--- config.mk ---
export PLATFORM = sky130hd
export DESIGN_NAME = agi_gain_access
export DESIGN_NICKNAME = d
export VERILOG_FILES = /design/src/agi_pkg.sv /design/src/agi_gain_access.sv
export SDC_FILE = /design/constraint.sdc
export NUM_CORES = 1
export LEC_CHECK = 0
export BUFFER_PORTS_ARGS = -buffer_cell sky130_fd_sc_hd__buf_2
export CORE_MARGIN = 5
export CORE_UTILIZATION = 30
export DETAILED_ROUTE_END_ITERATION = 16
export PLACE_DENSITY_LB_ADDON = 0.12
export REMOVE_ABC_BUFFERS = 1
export SKIP_LAST_GASP = 1
export SLEW_MARGIN = 5
export SYNTH_ARGS = -nofsm -noshare
export SYNTH_HDL_FRONTEND = slang
export SYNTH_SLANG_ARGS = --single-unit
--- constraint.sdc ---
create_clock -name ref_clk -period 2.4 [get_ports ref_clk]
set_input_delay 0.6 -clock ref_clk [delete_from_list [all_inputs] [get_ports ref_clk]]
set_output_delay 0.6 -clock ref_clk [all_outputs]
set_load 0.02 [all_outputs]
--- src/agi_pkg.sv ---
// constants for the converter gain indirect-access block
// assumes one core clock and single-cycle special function register write strobes
//
// What this block does
// - set enable bit 0 of config routes result high/low writes to gains
// - while enabled, high writes pick an address, low writes carry data
// - gain registers are write-only; no read path returns their contents
// - indirect address 0x04 is gain high, 0x07 gain low, 0x08 additional
// - gain value is high byte above the upper nibble of the low register
`default_nettype none
package agi_pkg;
  // ---------------------------------------------------------------
  // field positions and widths
  // ---------------------------------------------------------------
  localparam int unsigned DATA_W        = 8;
  localparam int unsigned GAIN_W        = 12;
  localparam int unsigned CFG_EN_BIT    = 0;
  localparam int unsigned ADD_FLAG_BIT  = 0;
  localparam int unsigned LOW_NIB_MSB   = 7;
  localparam int unsigned LOW_NIB_LSB   = 4;
  localparam int unsigned RES_HIGH_MSB  = 15;
  localparam int unsigned RES_HIGH_LSB  = 8;
  localparam int unsigned RES_LOW_MSB   = 7;
  localparam int unsigned RES_LOW_LSB   = 0;

  // ---------------------------------------------------------------
  // indirect addresses of the gain registers
  // ---------------------------------------------------------------
  localparam logic [7:0] ADDR_GAIN_HIGH = 8'h04;
  localparam logic [7:0] ADDR_GAIN_LOW  = 8'h07;
  localparam logic [7:0] ADDR_GAIN_ADD  = 8'h08;

  // ---------------------------------------------------------------
  // reset values
  // ---------------------------------------------------------------
  localparam logic [7:0] RST_CFG        = 8'h00;
  localparam logic [7:0] RST_RESULT     = 8'h00;
  localparam logic [7:0] RST_ADDR       = 8'h00;
  localparam logic [7:0] RST_GAIN_HIGH  = 8'h00;
  localparam logic [7:0] RST_GAIN_LOW   = 8'h00;
  localparam logic       RST_ADD_FLAG   = 1'b0;
endpackage
`default_nettype wire

--- src/agi_gain_access.sv ---
// converter configuration, result high/low registers and the indirect gain path
// assumes strobes and data are synchronous to ref_clk and last one cycle
`timescale 1ns/10ps
`default_nettype none

module agi_gain_access (
  input  wire logic        ref_clk,        // core clock, 125 MHz
  input  wire logic        rst_n,          // synchronous reset, active low
  input  wire logic        cfgWrEn,        // write strobe, converter config reg
  input  wire logic        resHighWrEn,    // write strobe, result high reg
  input  wire logic        resLowWrEn,     // write strobe, result low reg
  input  wire logic [7:0]  wrData,         // write data for all strobes
  input  wire logic        convDone,       // conversion finished, one-cycle pulse
  input  wire logic [15:0] convResult,     // conversion result, valid with convDone
  output logic      [7:0]  cfgRdData,      // converter config reg contents
  output logic      [7:0]  resHighRdData,  // result high reg contents
  output logic      [7:0]  resLowRdData,   // result low reg contents
  output logic             gainAccessEnable, // gain access enable bit
  output logic      [7:0]  gainHigh,       // gain value high register
  output logic      [7:0]  gainLow,        // gain value low register
  output logic             gainAddFlag     // gain-add control flag
);

  // ---------------------------------------------------------------
  // state
  // ---------------------------------------------------------------
  logic [7:0] cfg_reg;
  logic [7:0] resHigh_reg;
  logic [7:0] resLow_reg;
  logic [7:0] gainAddr_reg;
  logic [7:0] gainHigh_reg;
  logic [7:0] gainLow_reg;
  logic       gain_add_flag_reg;

  // ---------------------------------------------------------------
  // decode
  // ---------------------------------------------------------------
  wire logic       accessOn;
  wire logic       addrWr;
  wire logic       dataWr;
  wire logic       selHigh;
  wire logic       selLow;
  wire logic       selAdd;
  wire logic       normHighWr;
  wire logic       normLowWr;
  wire logic [7:0] resHigh_next;
  wire logic [7:0] resLow_next;

  assign accessOn   = cfg_reg[agi_pkg::CFG_EN_BIT];
  assign addrWr     = accessOn & resHighWrEn;
  assign dataWr     = accessOn & resLowWrEn;
  assign selHigh    = dataWr & (gainAddr_reg == agi_pkg::ADDR_GAIN_HIGH);
  assign selLow     = dataWr & (gainAddr_reg == agi_pkg::ADDR_GAIN_LOW);
  assign selAdd     = dataWr & (gainAddr_reg == agi_pkg::ADDR_GAIN_ADD);
  assign normHighWr = ~accessOn & resHighWrEn;
  assign normLowWr  = ~accessOn & resLowWrEn;
  // software write beats a finishing conversion in the same cycle
  assign resHigh_next = normHighWr ? wrData :
                        convDone   ? convResult[agi_pkg::RES_HIGH_MSB:agi_pkg::RES_HIGH_LSB] :
                        resHigh_reg;
  assign resLow_next  = normLowWr  ? wrData :
                        convDone   ? convResult[agi_pkg::RES_LOW_MSB:agi_pkg::RES_LOW_LSB] :
                        resLow_reg;

  // ---------------------------------------------------------------
  // registers
  // ---------------------------------------------------------------
  always_ff @(posedge ref_clk) begin
    if (!rst_n) begin
      cfg_reg     <= agi_pkg::RST_CFG;
      resHigh_reg <= agi_pkg::RST_RESULT;
      resLow_reg  <= agi_pkg::RST_RESULT;
    end else begin
      if (cfgWrEn) begin
        cfg_reg <= wrData;
      end
      resHigh_reg <= resHigh_next;
      resLow_reg  <= resLow_next;
    end
  end

  // gain registers never feed any read port: write-only by construction
  always_ff @(posedge ref_clk) begin
    if (!rst_n) begin
      gainAddr_reg <= agi_pkg::RST_ADDR;
      gainHigh_reg <= agi_pkg::RST_GAIN_HIGH;
      gainLow_reg  <= agi_pkg::RST_GAIN_LOW;
      gain_add_flag_reg  <= agi_pkg::RST_ADD_FLAG;
    end else begin
      if (addrWr) begin
        gainAddr_reg <= wrData;
      end
      if (selHigh) begin
        gainHigh_reg <= wrData;
      end
      if (selLow) begin
        gainLow_reg <= wrData;
      end
      if (selAdd) begin
        gain_add_flag_reg <= wrData[agi_pkg::ADD_FLAG_BIT];
      end
    end
  end

  // ---------------------------------------------------------------
  // outputs, straight from flip-flops
  // ---------------------------------------------------------------
  assign cfgRdData        = cfg_reg;
  assign resHighRdData    = resHigh_reg;
  assign resLowRdData     = resLow_reg;
  assign gainAccessEnable = cfg_reg[agi_pkg::CFG_EN_BIT];
  assign gainHigh         = gainHigh_reg;
  assign gainLow          = gainLow_reg;
  assign gainAddFlag      = gain_add_flag_reg;

  // full 12-bit gain as the converter core uses it
  wire logic [agi_pkg::GAIN_W-1:0] gainValue;
  assign gainValue = {gainHigh_reg,
                      gainLow_reg[agi_pkg::LOW_NIB_MSB:agi_pkg::LOW_NIB_LSB]};

  // ---------------------------------------------------------------
  // assertion helpers
  // ---------------------------------------------------------------
  // a low write to any other address must fall on the floor
  wire logic addrKnown;
  assign addrKnown = (gainAddr_reg == agi_pkg::ADDR_GAIN_HIGH) |
                     (gainAddr_reg == agi_pkg::ADDR_GAIN_LOW)  |
                     (gainAddr_reg == agi_pkg::ADDR_GAIN_ADD);

  // ---------------------------------------------------------------
  // assertions
  // ---------------------------------------------------------------
  a_cfg_enable_bit: assert property (@(posedge ref_clk) disable iff (!rst_n)
    cfgWrEn |=> gainAccessEnable == $past(wrData[agi_pkg::CFG_EN_BIT]))
    else $error("enable bit does not follow config write");

  a_addr_capture: assert property (@(posedge ref_clk) disable iff (!rst_n)
    (gainAccessEnable && resHighWrEn) |=> gainAddr_reg == $past(wrData))
    else $error("indirect address not captured");

  a_gain_high_write: assert property (@(posedge ref_clk) disable iff (!rst_n)
    (gainAccessEnable && resLowWrEn && gainAddr_reg == agi_pkg::ADDR_GAIN_HIGH)
      |=> gainHigh == $past(wrData) && $stable(gainLow))
    else $error("gain high not written at its address");

  a_gain_low_write: assert property (@(posedge ref_clk) disable iff (!rst_n)
    (gainAccessEnable && resLowWrEn && gainAddr_reg == agi_pkg::ADDR_GAIN_LOW)
      |=> gainLow == $past(wrData) && $stable(gainHigh))
    else $error("gain low not written at its address");

  a_add_flag_write: assert property (@(posedge ref_clk) disable iff (!rst_n)
    (gainAccessEnable && resLowWrEn && gainAddr_reg == agi_pkg::ADDR_GAIN_ADD)
      |=> gainAddFlag == $past(wrData[agi_pkg::ADD_FLAG_BIT]))
    else $error("gain-add flag not written");

  a_no_readback: assert property (@(posedge ref_clk) disable iff (!rst_n)
    (gainAccessEnable && resLowWrEn && !convDone) |=> $stable(resLowRdData))
    else $error("gain data leaked onto result low read");

  a_value_form: assert property (@(posedge ref_clk) disable iff (!rst_n)
    gainValue == {gainHigh, gainLow[agi_pkg::LOW_NIB_MSB:agi_pkg::LOW_NIB_LSB]})
    else $error("gain value misassembled");

  a_normal_mode_hold: assert property (@(posedge ref_clk) disable iff (!rst_n)
    (!gainAccessEnable && resLowWrEn)
      |=> resLowRdData == $past(wrData) && $stable(gainHigh) && $stable(gainLow)
          && $stable(gainAddFlag))
    else $error("normal result write misbehaved");

  a_cfg_readback: assert property (@(posedge ref_clk) disable iff (!rst_n)
    cfgWrEn |=> cfgRdData == $past(wrData))
    else $error("config register does not read back its write");

  a_enable_holds: assert property (@(posedge ref_clk) disable iff (!rst_n)
    !cfgWrEn |=> $stable(gainAccessEnable))
    else $error("enable bit moved without a config write");

  a_addr_hold: assert property (@(posedge ref_clk) disable iff (!rst_n)
    !(gainAccessEnable && resHighWrEn) |=> $stable(gainAddr_reg))
    else $error("indirect address moved without an address write");

  a_result_high_guard: assert property (@(posedge ref_clk) disable iff (!rst_n)
    (gainAccessEnable && resHighWrEn && !convDone) |=> $stable(resHighRdData))
    else $error("address write leaked into result high");

  a_unknown_addr_drop: assert property (@(posedge ref_clk) disable iff (!rst_n)
    (gainAccessEnable && resLowWrEn && !addrKnown)
      |=> $stable(gainHigh) && $stable(gainLow) && $stable(gainAddFlag))
    else $error("low write to an unused address changed a gain register");

  a_high_byte_load: assert property (@(posedge ref_clk) disable iff (!rst_n)
    (gainAccessEnable && resLowWrEn && gainAddr_reg == agi_pkg::ADDR_GAIN_HIGH)
      |=> gainValue == {$past(wrData),
                        $past(gainLow[agi_pkg::LOW_NIB_MSB:agi_pkg::LOW_NIB_LSB])})
    else $error("gain high byte misplaced in the gain value");

  a_low_nibble_load: assert property (@(posedge ref_clk) disable iff (!rst_n)
    (gainAccessEnable && resLowWrEn && gainAddr_reg == agi_pkg::ADDR_GAIN_LOW)
      |=> gainValue == {$past(gainHigh),
                        $past(wrData[agi_pkg::LOW_NIB_MSB:agi_pkg::LOW_NIB_LSB])})
    else $error("gain low nibble misplaced in the gain value");

  a_add_flag_hold: assert property (@(posedge ref_clk) disable iff (!rst_n)
    !(gainAccessEnable && resLowWrEn && gainAddr_reg == agi_pkg::ADDR_GAIN_ADD)
      |=> $stable(gainAddFlag))
    else $error("gain-add flag moved without its write");

  a_disabled_gain_hold: assert property (@(posedge ref_clk) disable iff (!rst_n)
    (!gainAccessEnable && (resHighWrEn || resLowWrEn))
      |=> $stable(gainHigh) && $stable(gainLow) && $stable(gainAddFlag))
    else $error("result write with access off changed a gain register");

  a_conv_load_high: assert property (@(posedge ref_clk) disable iff (!rst_n)
    (convDone && !(resHighWrEn && !gainAccessEnable))
      |=> resHighRdData == $past(convResult[agi_pkg::RES_HIGH_MSB:agi_pkg::RES_HIGH_LSB]))
    else $error("conversion did not load result high");

  a_conv_load_low: assert property (@(posedge ref_clk) disable iff (!rst_n)
    (convDone && !(resLowWrEn && !gainAccessEnable))
      |=> resLowRdData == $past(convResult[agi_pkg::RES_LOW_MSB:agi_pkg::RES_LOW_LSB]))
    else $error("conversion did not load result low");

  a_write_beats_conv: assert property (@(posedge ref_clk) disable iff (!rst_n)
    (!gainAccessEnable && resHighWrEn && convDone) |=> resHighRdData == $past(wrData))
    else $error("conversion overrode a software result write");

endmodule

`default_nettype wire

# [After elaboration in Yosys (flattened, before gate mapping)]
# Cells that the tools add are included.
# W data, S select, Z words.
[totals] reg_bits=49 in_bits=30 output_inout_bits=42
[classes] eq_ne=3 n_mux=4 bitwise_logic=8 n_reduce_logical=2
[op_table] op="$mux W8" n=4
[op_table] op="$eq A8 B3 Y1 const B" n=2
[op_table] op="$eq A8 B4 Y1 const B" n=1
[op_table] op="$and A1 B1 Y1" n=7
[op_table] op="$reduce_bool A2 Y1" n=2
[op_table] op="$not A1 Y1" n=1

# [Depth between registers and ports, before layout]
# Gate-level depths: netlist (run 1).
[depth] ltp_word=3 depth_mapped=6 depth_no_buf=3

# [Least setup slack after synthesis (run 1)]
# No wires, ideal clock.
[synth_path] path_kind="input to register" from="input port resHighWrEn" to="register resHigh_reg[5] (netlist: resHighRdData[5])" setup_ns=0.086 t_arrival_ns=1.493 slack_ns=0.822 stages=6 path_buffers=3 path_cell_list="clkbuf_1 -> nand2b_1 -> clkbuf_1 -> buf_2 -> nor2_1 -> a211oi_1"
[synth_via] elab_chain_cells=2
[synth_lines] element="start: declaration" line_no="agi_gain_access.sv:10" source="input wire logic resHighWrEn,"
[synth_lines] element="$and A1 B1 Y1 *" line_no="agi_gain_access.sv:55" source="assign normHighWr = ~accessOn & resHighWrEn;"
[synth_lines] element="$mux W8 / $reduce_bool A2 Y1 (equally long branches)"
[synth_lines] element="end signal: assignment" line_no="agi_gain_access.sv:71" source="resHigh_reg <= agi_pkg::RST_RESULT;"
[synth_lines] element="end signal: assignment" line_no="agi_gain_access.sv:77" source="resHigh_reg <= resHigh_next;"
[synth_lines] element="end: declaration" line_no="agi_gain_access.sv:28" source="logic [7:0] resHigh_reg;"
# Every way passes the cells marked *; elsewhere a longest branch is shown, timed or not.
# A chain may end at the register's enable or synchronous reset.

# [Worst setup path in the final report (run 1)]
[layout_path] from="register cfg_reg[0] (netlist: cfgRdData[0])" to="register gainHigh_reg[2] (netlist: gainHigh[2])"
[layout_via] elab_chain_cells=2
[layout_lines] element="start: declaration" line_no="agi_gain_access.sv:27" source="logic [7:0] cfg_reg;"
[layout_lines] element="start signal: assignment" line_no="agi_gain_access.sv:70" source="cfg_reg <= agi_pkg::RST_CFG;"
[layout_lines] element="start signal: assignment" line_no="agi_gain_access.sv:75" source="cfg_reg <= wrData;"
[layout_lines] element="$and A1 B1 Y1" line_no="agi_gain_access.sv:51" source="assign dataWr = accessOn & resLowWrEn;"
[layout_lines] element="$and A1 B1 Y1" line_no="agi_gain_access.sv:52" source="assign selHigh = dataWr & (gainAddr_reg == agi_pkg::ADDR_GAIN_HIGH);"
[layout_lines] element="end signal: assignment" line_no="agi_gain_access.sv:86" source="gainHigh_reg <= agi_pkg::RST_GAIN_HIGH;"
[layout_lines] element="end signal: assignment" line_no="agi_gain_access.sv:94" source="gainHigh_reg <= wrData;"
[layout_lines] element="end: declaration" line_no="agi_gain_access.sv:31" source="logic [7:0] gainHigh_reg;"
# Every way passes these cells.

==> flow_metrics.py, run 1 <==
metrics = {
    "pwr": {
        "p_comb_share_pct": 15.0,
        "seqPwrFrac_pct": 54.5,
        "power_density_nw_per_um2": 630,
        "switching_share_pct": 27.1,
        "p_total_mw": 1.60,
        "p_int_mw": 1.16,
        "p_sw_mw": 0.433,
        "clkPwrFrac_pct": 30.5,
        "vdd_drop_max_mv": 0.202,
        "p_leak_nw": 1.18,
    },
    "place": {
        "portBuffers": 71,
        "post-place-ws_ns": 0.576,
        "hpwl_mm": 3.92,
        "place.gp.congestion": 0.761,
    },
    "routing": {
        "viasPerCell": 4.92,
        "postRouteAntennaNets": 0,
        "wl_per_cell_um": 15.8,
        "drt_pass1_iterations": 4,
        "finalWirelength_mm": 5.73,
        "vias": 1780,
        "drt_iter0_drc": 80,
        "drc": 0,
    },
    "setup_path": {
        "crit_slowest_cell": "dfxtp_1",
        "cp_max_fo": 16,
        "path_class": "reg -> reg",
        "worstPathRequired_ns": 2.58,
        "rr_endpoint": "gainHigh[2]",
        "worstPathArrival_ns": 2.05,
        "max_stage_delay_ns": 0.63,
        "r2r_slack_ns": 0.53,
        "crit_end": "gainHigh[2]",
        "crit_chain": "nor4b_4, nand4_4, mux2i_1",
        "path_depth": 3,
        "worstReg2RegStart": "cfgRdData[0]",
        "cp-start-kind": "flip-flop",
        "path_buf_inv": 0,
        "crit_start": "cfgRdData[0]",
        "cpLargestDelayFamily": "simple AND/OR/NAND/NOR gates",
        "cp-end-kind": "flip-flop",
        "r2r_cells": 3,
    },
    "timing": {
        "fin_skew_ns": 0.00201,
        "fmax_ghz": 0.536,
        "drv_slew": 0,
        "fin_ws_ns": 0.534,
        "hold_violations": 0,
        "tightest_slew_ns": 0.606,
        "relSlewSlack_pct": 59.4,
        "setup_tns_ns": 0,
        "period_share_pct": 77.7,
        "post-route-min-period_ns": 1.87,
        "setup_viol": 0,
        "fin_hold_ws_ns": 0.459,
        "rsz0062_at_grt": "false",
    },
    "yosys": {
        "syn_area_um2": 2060,
        "synth_cell_types": 21,
        "yosys_register_bits": 49,
        "yosysWarningCount": 0,
        "synth_fa_ha_area_share_pct": 0,
        "synth_xor_xnor_area_share_pct": 0,
        "async_reset_ff_share_pct": 0,
        "synth.area.mux_share_pct": 16.0,
        "syn_inst": 222,
        "synth-edff-count": 0,
        "ys_seq_area_share_pct": 47.6,
        "yosys.area_share.simple_pct": 19.4,
        "synth_area_per_cell_um2": 9.28,
        "netlist_top_cells_area": "dfxtp_1, mux2i_1, a211oi_1",
        "synth_most_common_cell": "dfxtp_1",
        "synth_top_area_cell": "dfxtp_1",
        "ys_top_cells_by_count": "dfxtp_1, mux2i_1, nand2_1",
        "synth_ff_type": "dfxtp_1",
        "netlist.area_leader.share_pct": 47.6,
        "synth-compound-area-share_pct": 12.6,
        "synth_top_family_by_area": "simple AND/OR/NAND/NOR gates",
    },
    "floorplanning": {
        "die_x_um": 92.9,
        "die_y_um": 92.9,
        "io_pins": 72,
        "core_um2": 6720,
        "die_area_um2": 8620,
        "initial_utilization_pct": 30.7,
        "core.rowCount": 30,
    },
    "grt": {
        "overflow": 0,
        "gr-usage-all-layers_pct": 13.2,
        "grt_pass1_wl_mm": 8.85,
        "antenna_found_initial": 0,
        "grt_pass1_vias": 1673,
        "grt_max_degree": 41,
    },
    "layout": {
        "area_growth_syn_to_layout_pct": 22.9,
        "final_core_util_pct": 37.7,
        "diodes": 0,
        "drive_above_1_share_pct": 28.7,
        "nFillCells": 704,
        "finish.net_count": 312,
    },
    "min_path": {
        "min-delay-path-class": "reg -> reg",
    },
    "clock_network": {
        "cts_buffer_depth": 2,
        "htree_levels": 2,
        "clk_pin_slew_worst_paths_ns": 0.08,
        "numCtsBuffers": 5,
        "clock_latency_ns": 0.29,
        "cts_tree": "yes",
        "hold_buffers": 0,
        "postCtsSetupBuffers": 0,
        "cts.sinks": 49,
        "clockRootBuffer": "clkbuf_8",
        "post_cts_resized": 0,
    },
    "status": {
        "status": "finished, final reports clean",
    },
    "run": {
        "maxCapViolCount": 0,
    },
}
[per-stage QoR]
step           area, µm²  cells
2_1_floorplan       1970    202
3_3_place_gp        2440    355
3_5_place_dp        2440    355
4_1_cts             2530    362
5_1_grt             2530    362
6_report            2530    362
[power groups by stage]
| stage | combinational, mW | sequential, mW | clock (mW) |
|---|---|---|---|
| after floorplan | 0.0884 | 0.927 | 0 |
| after global placement | 0.240 | 0.889 | 0 |
| after detailed placement | 0.240 | 0.889 | 0 |
| after CTS | 0.241 | 0.870 | 0.512 |
| after global routing | 0.259 | 0.875 | 0.544 |
| final | 0.239 | 0.870 | 0.487 |
[cell usage in the layout (no fill, tap or decap)]
cell       n
inv_1      1
nand4_1    9
nand3_1    8
nor4b_4    1
a21oi_1   16
nand2b_1   3
nand4_4    1
a211oi_1  16
buf_2     71
o31ai_1    8
nor2_1    25
nand4b_1   1
or4b_1     1
nand2_1   26
nor2b_1    3
clkbuf_1   1
mux2i_1   33
clkbuf_8   6
and4b_1    1
dfxtp_1   49
buf_4      2
[layout make-up]
class / instances / area (µm²) / area share [%]
inverter: 1 / 3.75 / 0.148
timing repair buffer: 73 / 370 / 14.6
sequential: 49 / 981 / 38.8
tap: 80 / 100 / 3.95
clock buffer: 7 / 86.3 / 3.41
multi-input combinational: 152 / 990 / 39.1
[worst min-delay path by stage]
| stage | from | to | slack [ns] | cells after the start |
|---|---|---|---|---|
| 5_1_grt | gainAddFlag | gainAddFlag | 0.48 | 2 |
| 3_5_place_dp | gainAddFlag | gainAddFlag | 0.45 | 2 |
| 4_1_cts | gainAddFlag | gainAddFlag | 0.46 | 2 |
| 6_report | gainAddFlag | gainAddFlag | 0.46 | 2 |
| 2_1_floorplan | gainAddr_reg[6] | gainAddr_reg[6] | 0.44 | 2 |
| 3_3_place_gp | gainHigh[2] | gainHigh[2] | 0.45 | 2 |
[cells by family after synthesis]
kind of cell | Yosys count
simple gates | 79
buf+inv | 21
flops | 49
compound gates | 40
mux | 33
[routing by layer]
layer / global-route usage (%) / up-vias / share of wire, %
li1: - / 903 / -
met1: 16.9 / 830 / 47
met2: 21.2 / 43 / 47
met3: 3.66 / 4 / 5.1
met4: 4.76 / 0 / 1.5
met5: 0 / - / 0
[worst min-delay path, cell delays in order, from the launching register on]
cell	delay (ns)
dfxtp_1	0.31
nand2_1	0.05
mux2i_1	0.05
(Power assumes the default switching activity.)
==> run 2, diff against run 1 <==
- clock period: 2.4 -> 1.53 ns (I/O delays scaled with it)
==> run 2 against run 1 <==
Non-clock buffer count rose by 10. Total power rose by 59%. Setup slack got worse by 0.44 ns. Sequential power rose by 56%. Hold slack got worse by 0.060 ns. Clock skew rose by 0.0032 ns. Highest routed layer unchanged.
==> flow_metrics.py, run 2 (synthesis gave the netlist of run 1 again) <==
metrics = {
    "routing": {
        "vias": 1840,
        "drt_iter0_drc": 52,
        "viasPerCell": 4.95,
        "drt_pass1_iterations": 4,
        "drc": 0,
        "postRouteAntennaNets": 0,
        "wl_per_cell_um": 15.4,
        "finalWirelength_mm": 5.74,
    },
    "setup_path": {
        "rr_endpoint": "gainLow[2]",
        "cp-end-kind": "primary output",
        "path_class": "reg -> out",
        "cp_max_fo": 14,
        "worstReg2RegStart": "gainAddr_reg[5]",
        "r2r_slack_ns": 0.09,
        "worstPathArrival_ns": 1.06,
        "cp-start-kind": "flip-flop",
        "crit_start": "cfgRdData[0]",
        "r2r_cells": 5,
        "crit_end": "gainAccessEnable",
        "worstPathRequired_ns": 1.15,
    },
    "timing": {
        "post-route-min-period_ns": 1.44,
        "tightest_slew_ns": 0.371,
        "fin_skew_ns": 0.00525,
        "drv_slew": 0,
        "fin_ws_ns": 0.0918,
        "setup_viol": 0,
        "relSlewSlack_pct": 75.1,
        "hold_violations": 0,
        "fmax_ghz": 0.695,
        "rsz0062_at_grt": "false",
        "period_share_pct": 94.0,
    },
    "layout": {
        "final_core_util_pct": 39.1,
        "final_area_um2": 2630,
        "diodes": 0,
        "final_cell_mix": "buf_2, dfxtp_1, mux2i_1",
        "drive_above_1_share_pct": 31.8,
        "area_growth_syn_to_layout_pct": 27.5,
        "finish.net_count": 322,
        "final_common_cell": "buf_2",
    },
    "grt": {
        "top_usage_layer": "met2",
        "grt_max_degree": 24,
        "overflow": 0,
        "antenna_found_initial": 0,
        "use_met3_pct": 3.33,
        "grt_pass1_vias": 1694,
        "groute.layer.met1.usage_pct": 16.7,
        "grt_util_met2_pct": 21.0,
        "grt_pass1_wl_mm": 8.78,
        "gr-usage-all-layers_pct": 12.9,
    },
    "floorplanning": {
        "die_area_um2": 8620,
        "io_pins": 72,
        "core_um2": 6720,
        "die_y_um": 92.9,
        "core.rowCount": 30,
        "die_x_um": 92.9,
        "initial_utilization_pct": 30.7,
    },
    "place": {
        "place_area_um2": 2530,
        "post-place-ws_ns": 0.0395,
        "place.gp.congestion": 0.757,
        "portBuffers": 71,
        "hpwl_mm": 4.14,
    },
    "min_path": {
        "min-delay-path-class": "in -> reg",
    },
    "clock_network": {
        "cts_buffer_depth": 2,
        "cts.sinks": 49,
        "clock_latency_ns": 0.30,
        "htree_levels": 2,
        "clk_pin_slew_worst_paths_ns": 0.09,
        "numCtsBuffers": 5,
        "postCtsSetupBuffers": 0,
        "clockRootBuffer": "clkbuf_8",
        "cts_tree": "yes",
    },
    "pwr": {
        "p_comb_share_pct": 16.0,
        "power_density_nw_per_um2": 967,
        "switching_share_pct": 27.4,
        "p_int_mw": 1.84,
        "p_sw_mw": 0.697,
        "seqPwrFrac_pct": 53.4,
        "clkPwrFrac_pct": 30.6,
        "p_leak_nw": 1.24,
        "vdd_drop_max_mv": 0.308,
        "p_total_mw": 2.54,
    },
    "status": {
        "status": "finished, final reports clean",
    },
    "run": {
        "maxCapViolCount": 0,
    },
}
[run 2: cell types whose count changed in the layout (fill, tap and decap cells not counted), sizes merged]
| cell | delta |
|---|---|
| buf | +10 |
[run 2: worst min path at each step]
stage                 endpoint  cells after the start            start  slack (ns)
3_5_place_dp       gainHigh[3]                      2      gainHigh[3]        0.45
6_report           gainHigh[1]                      3        wrData[1]        0.40
5_1_grt        gainAddr_reg[0]                      3        wrData[0]        0.40
3_3_place_gp       gainHigh[1]                      2      gainHigh[1]        0.45
2_1_floorplan  gainAddr_reg[6]                      2  gainAddr_reg[6]        0.44
4_1_cts            gainHigh[2]                      3        wrData[2]        0.40
[run 2: worst max-delay path, cell delays in order, from the launching register on]
cell and delay, ns:
dfxtp_1 0.37, buf_4 0.20, buf_2 0.19
[run 2: final cells by class]
cell class / instances / area (µm²)
Clock buffer: 7 / 86.3
Fill cell: 723 / 4090
Inverter: 1 / 3.75
Multi-Input combinational cell: 152 / 997
Sequential cell: 49 / 981
Tap cell: 80 / 100
Timing Repair Buffer: 83 / 458
[run 2: per-layer routing]
layer | share of wire, % | routed length [µm] | vias up
li1 | - | - | 920
met5 | 0 | 0 | -
met2 | 47 | 2670 | 50
met4 | 1.4 | 81 | 0
met3 | 5.3 | 306 | 6
met1 | 47 | 2680 | 864
[run 2: repair_timing]
action	CTS	global route
hold buffers	0	0
gates resized for setup	0	2
setup endpoints to repair	0	8
[run 2: power by group through the flow]
stage	registers, mW	logic [mW]	clock network [mW]
after floorplan	1.45	0.139	0
after global placement	1.39	0.407	0
after detailed placement	1.39	0.409	0
after CTS	1.36	0.410	0.803
after global routing	1.36	0.437	0.850
final	1.36	0.406	0.778
[run 2: per-stage QoR]
step	TNS (ns)	hold WS, ns	cells
global route	0	0.400	372
finish	0	0.399	372
CTS	0	0.401	372
floorplan	-4.96	0.445	202
detailed placement	0	0.452	365
global placement	0	0.446	365
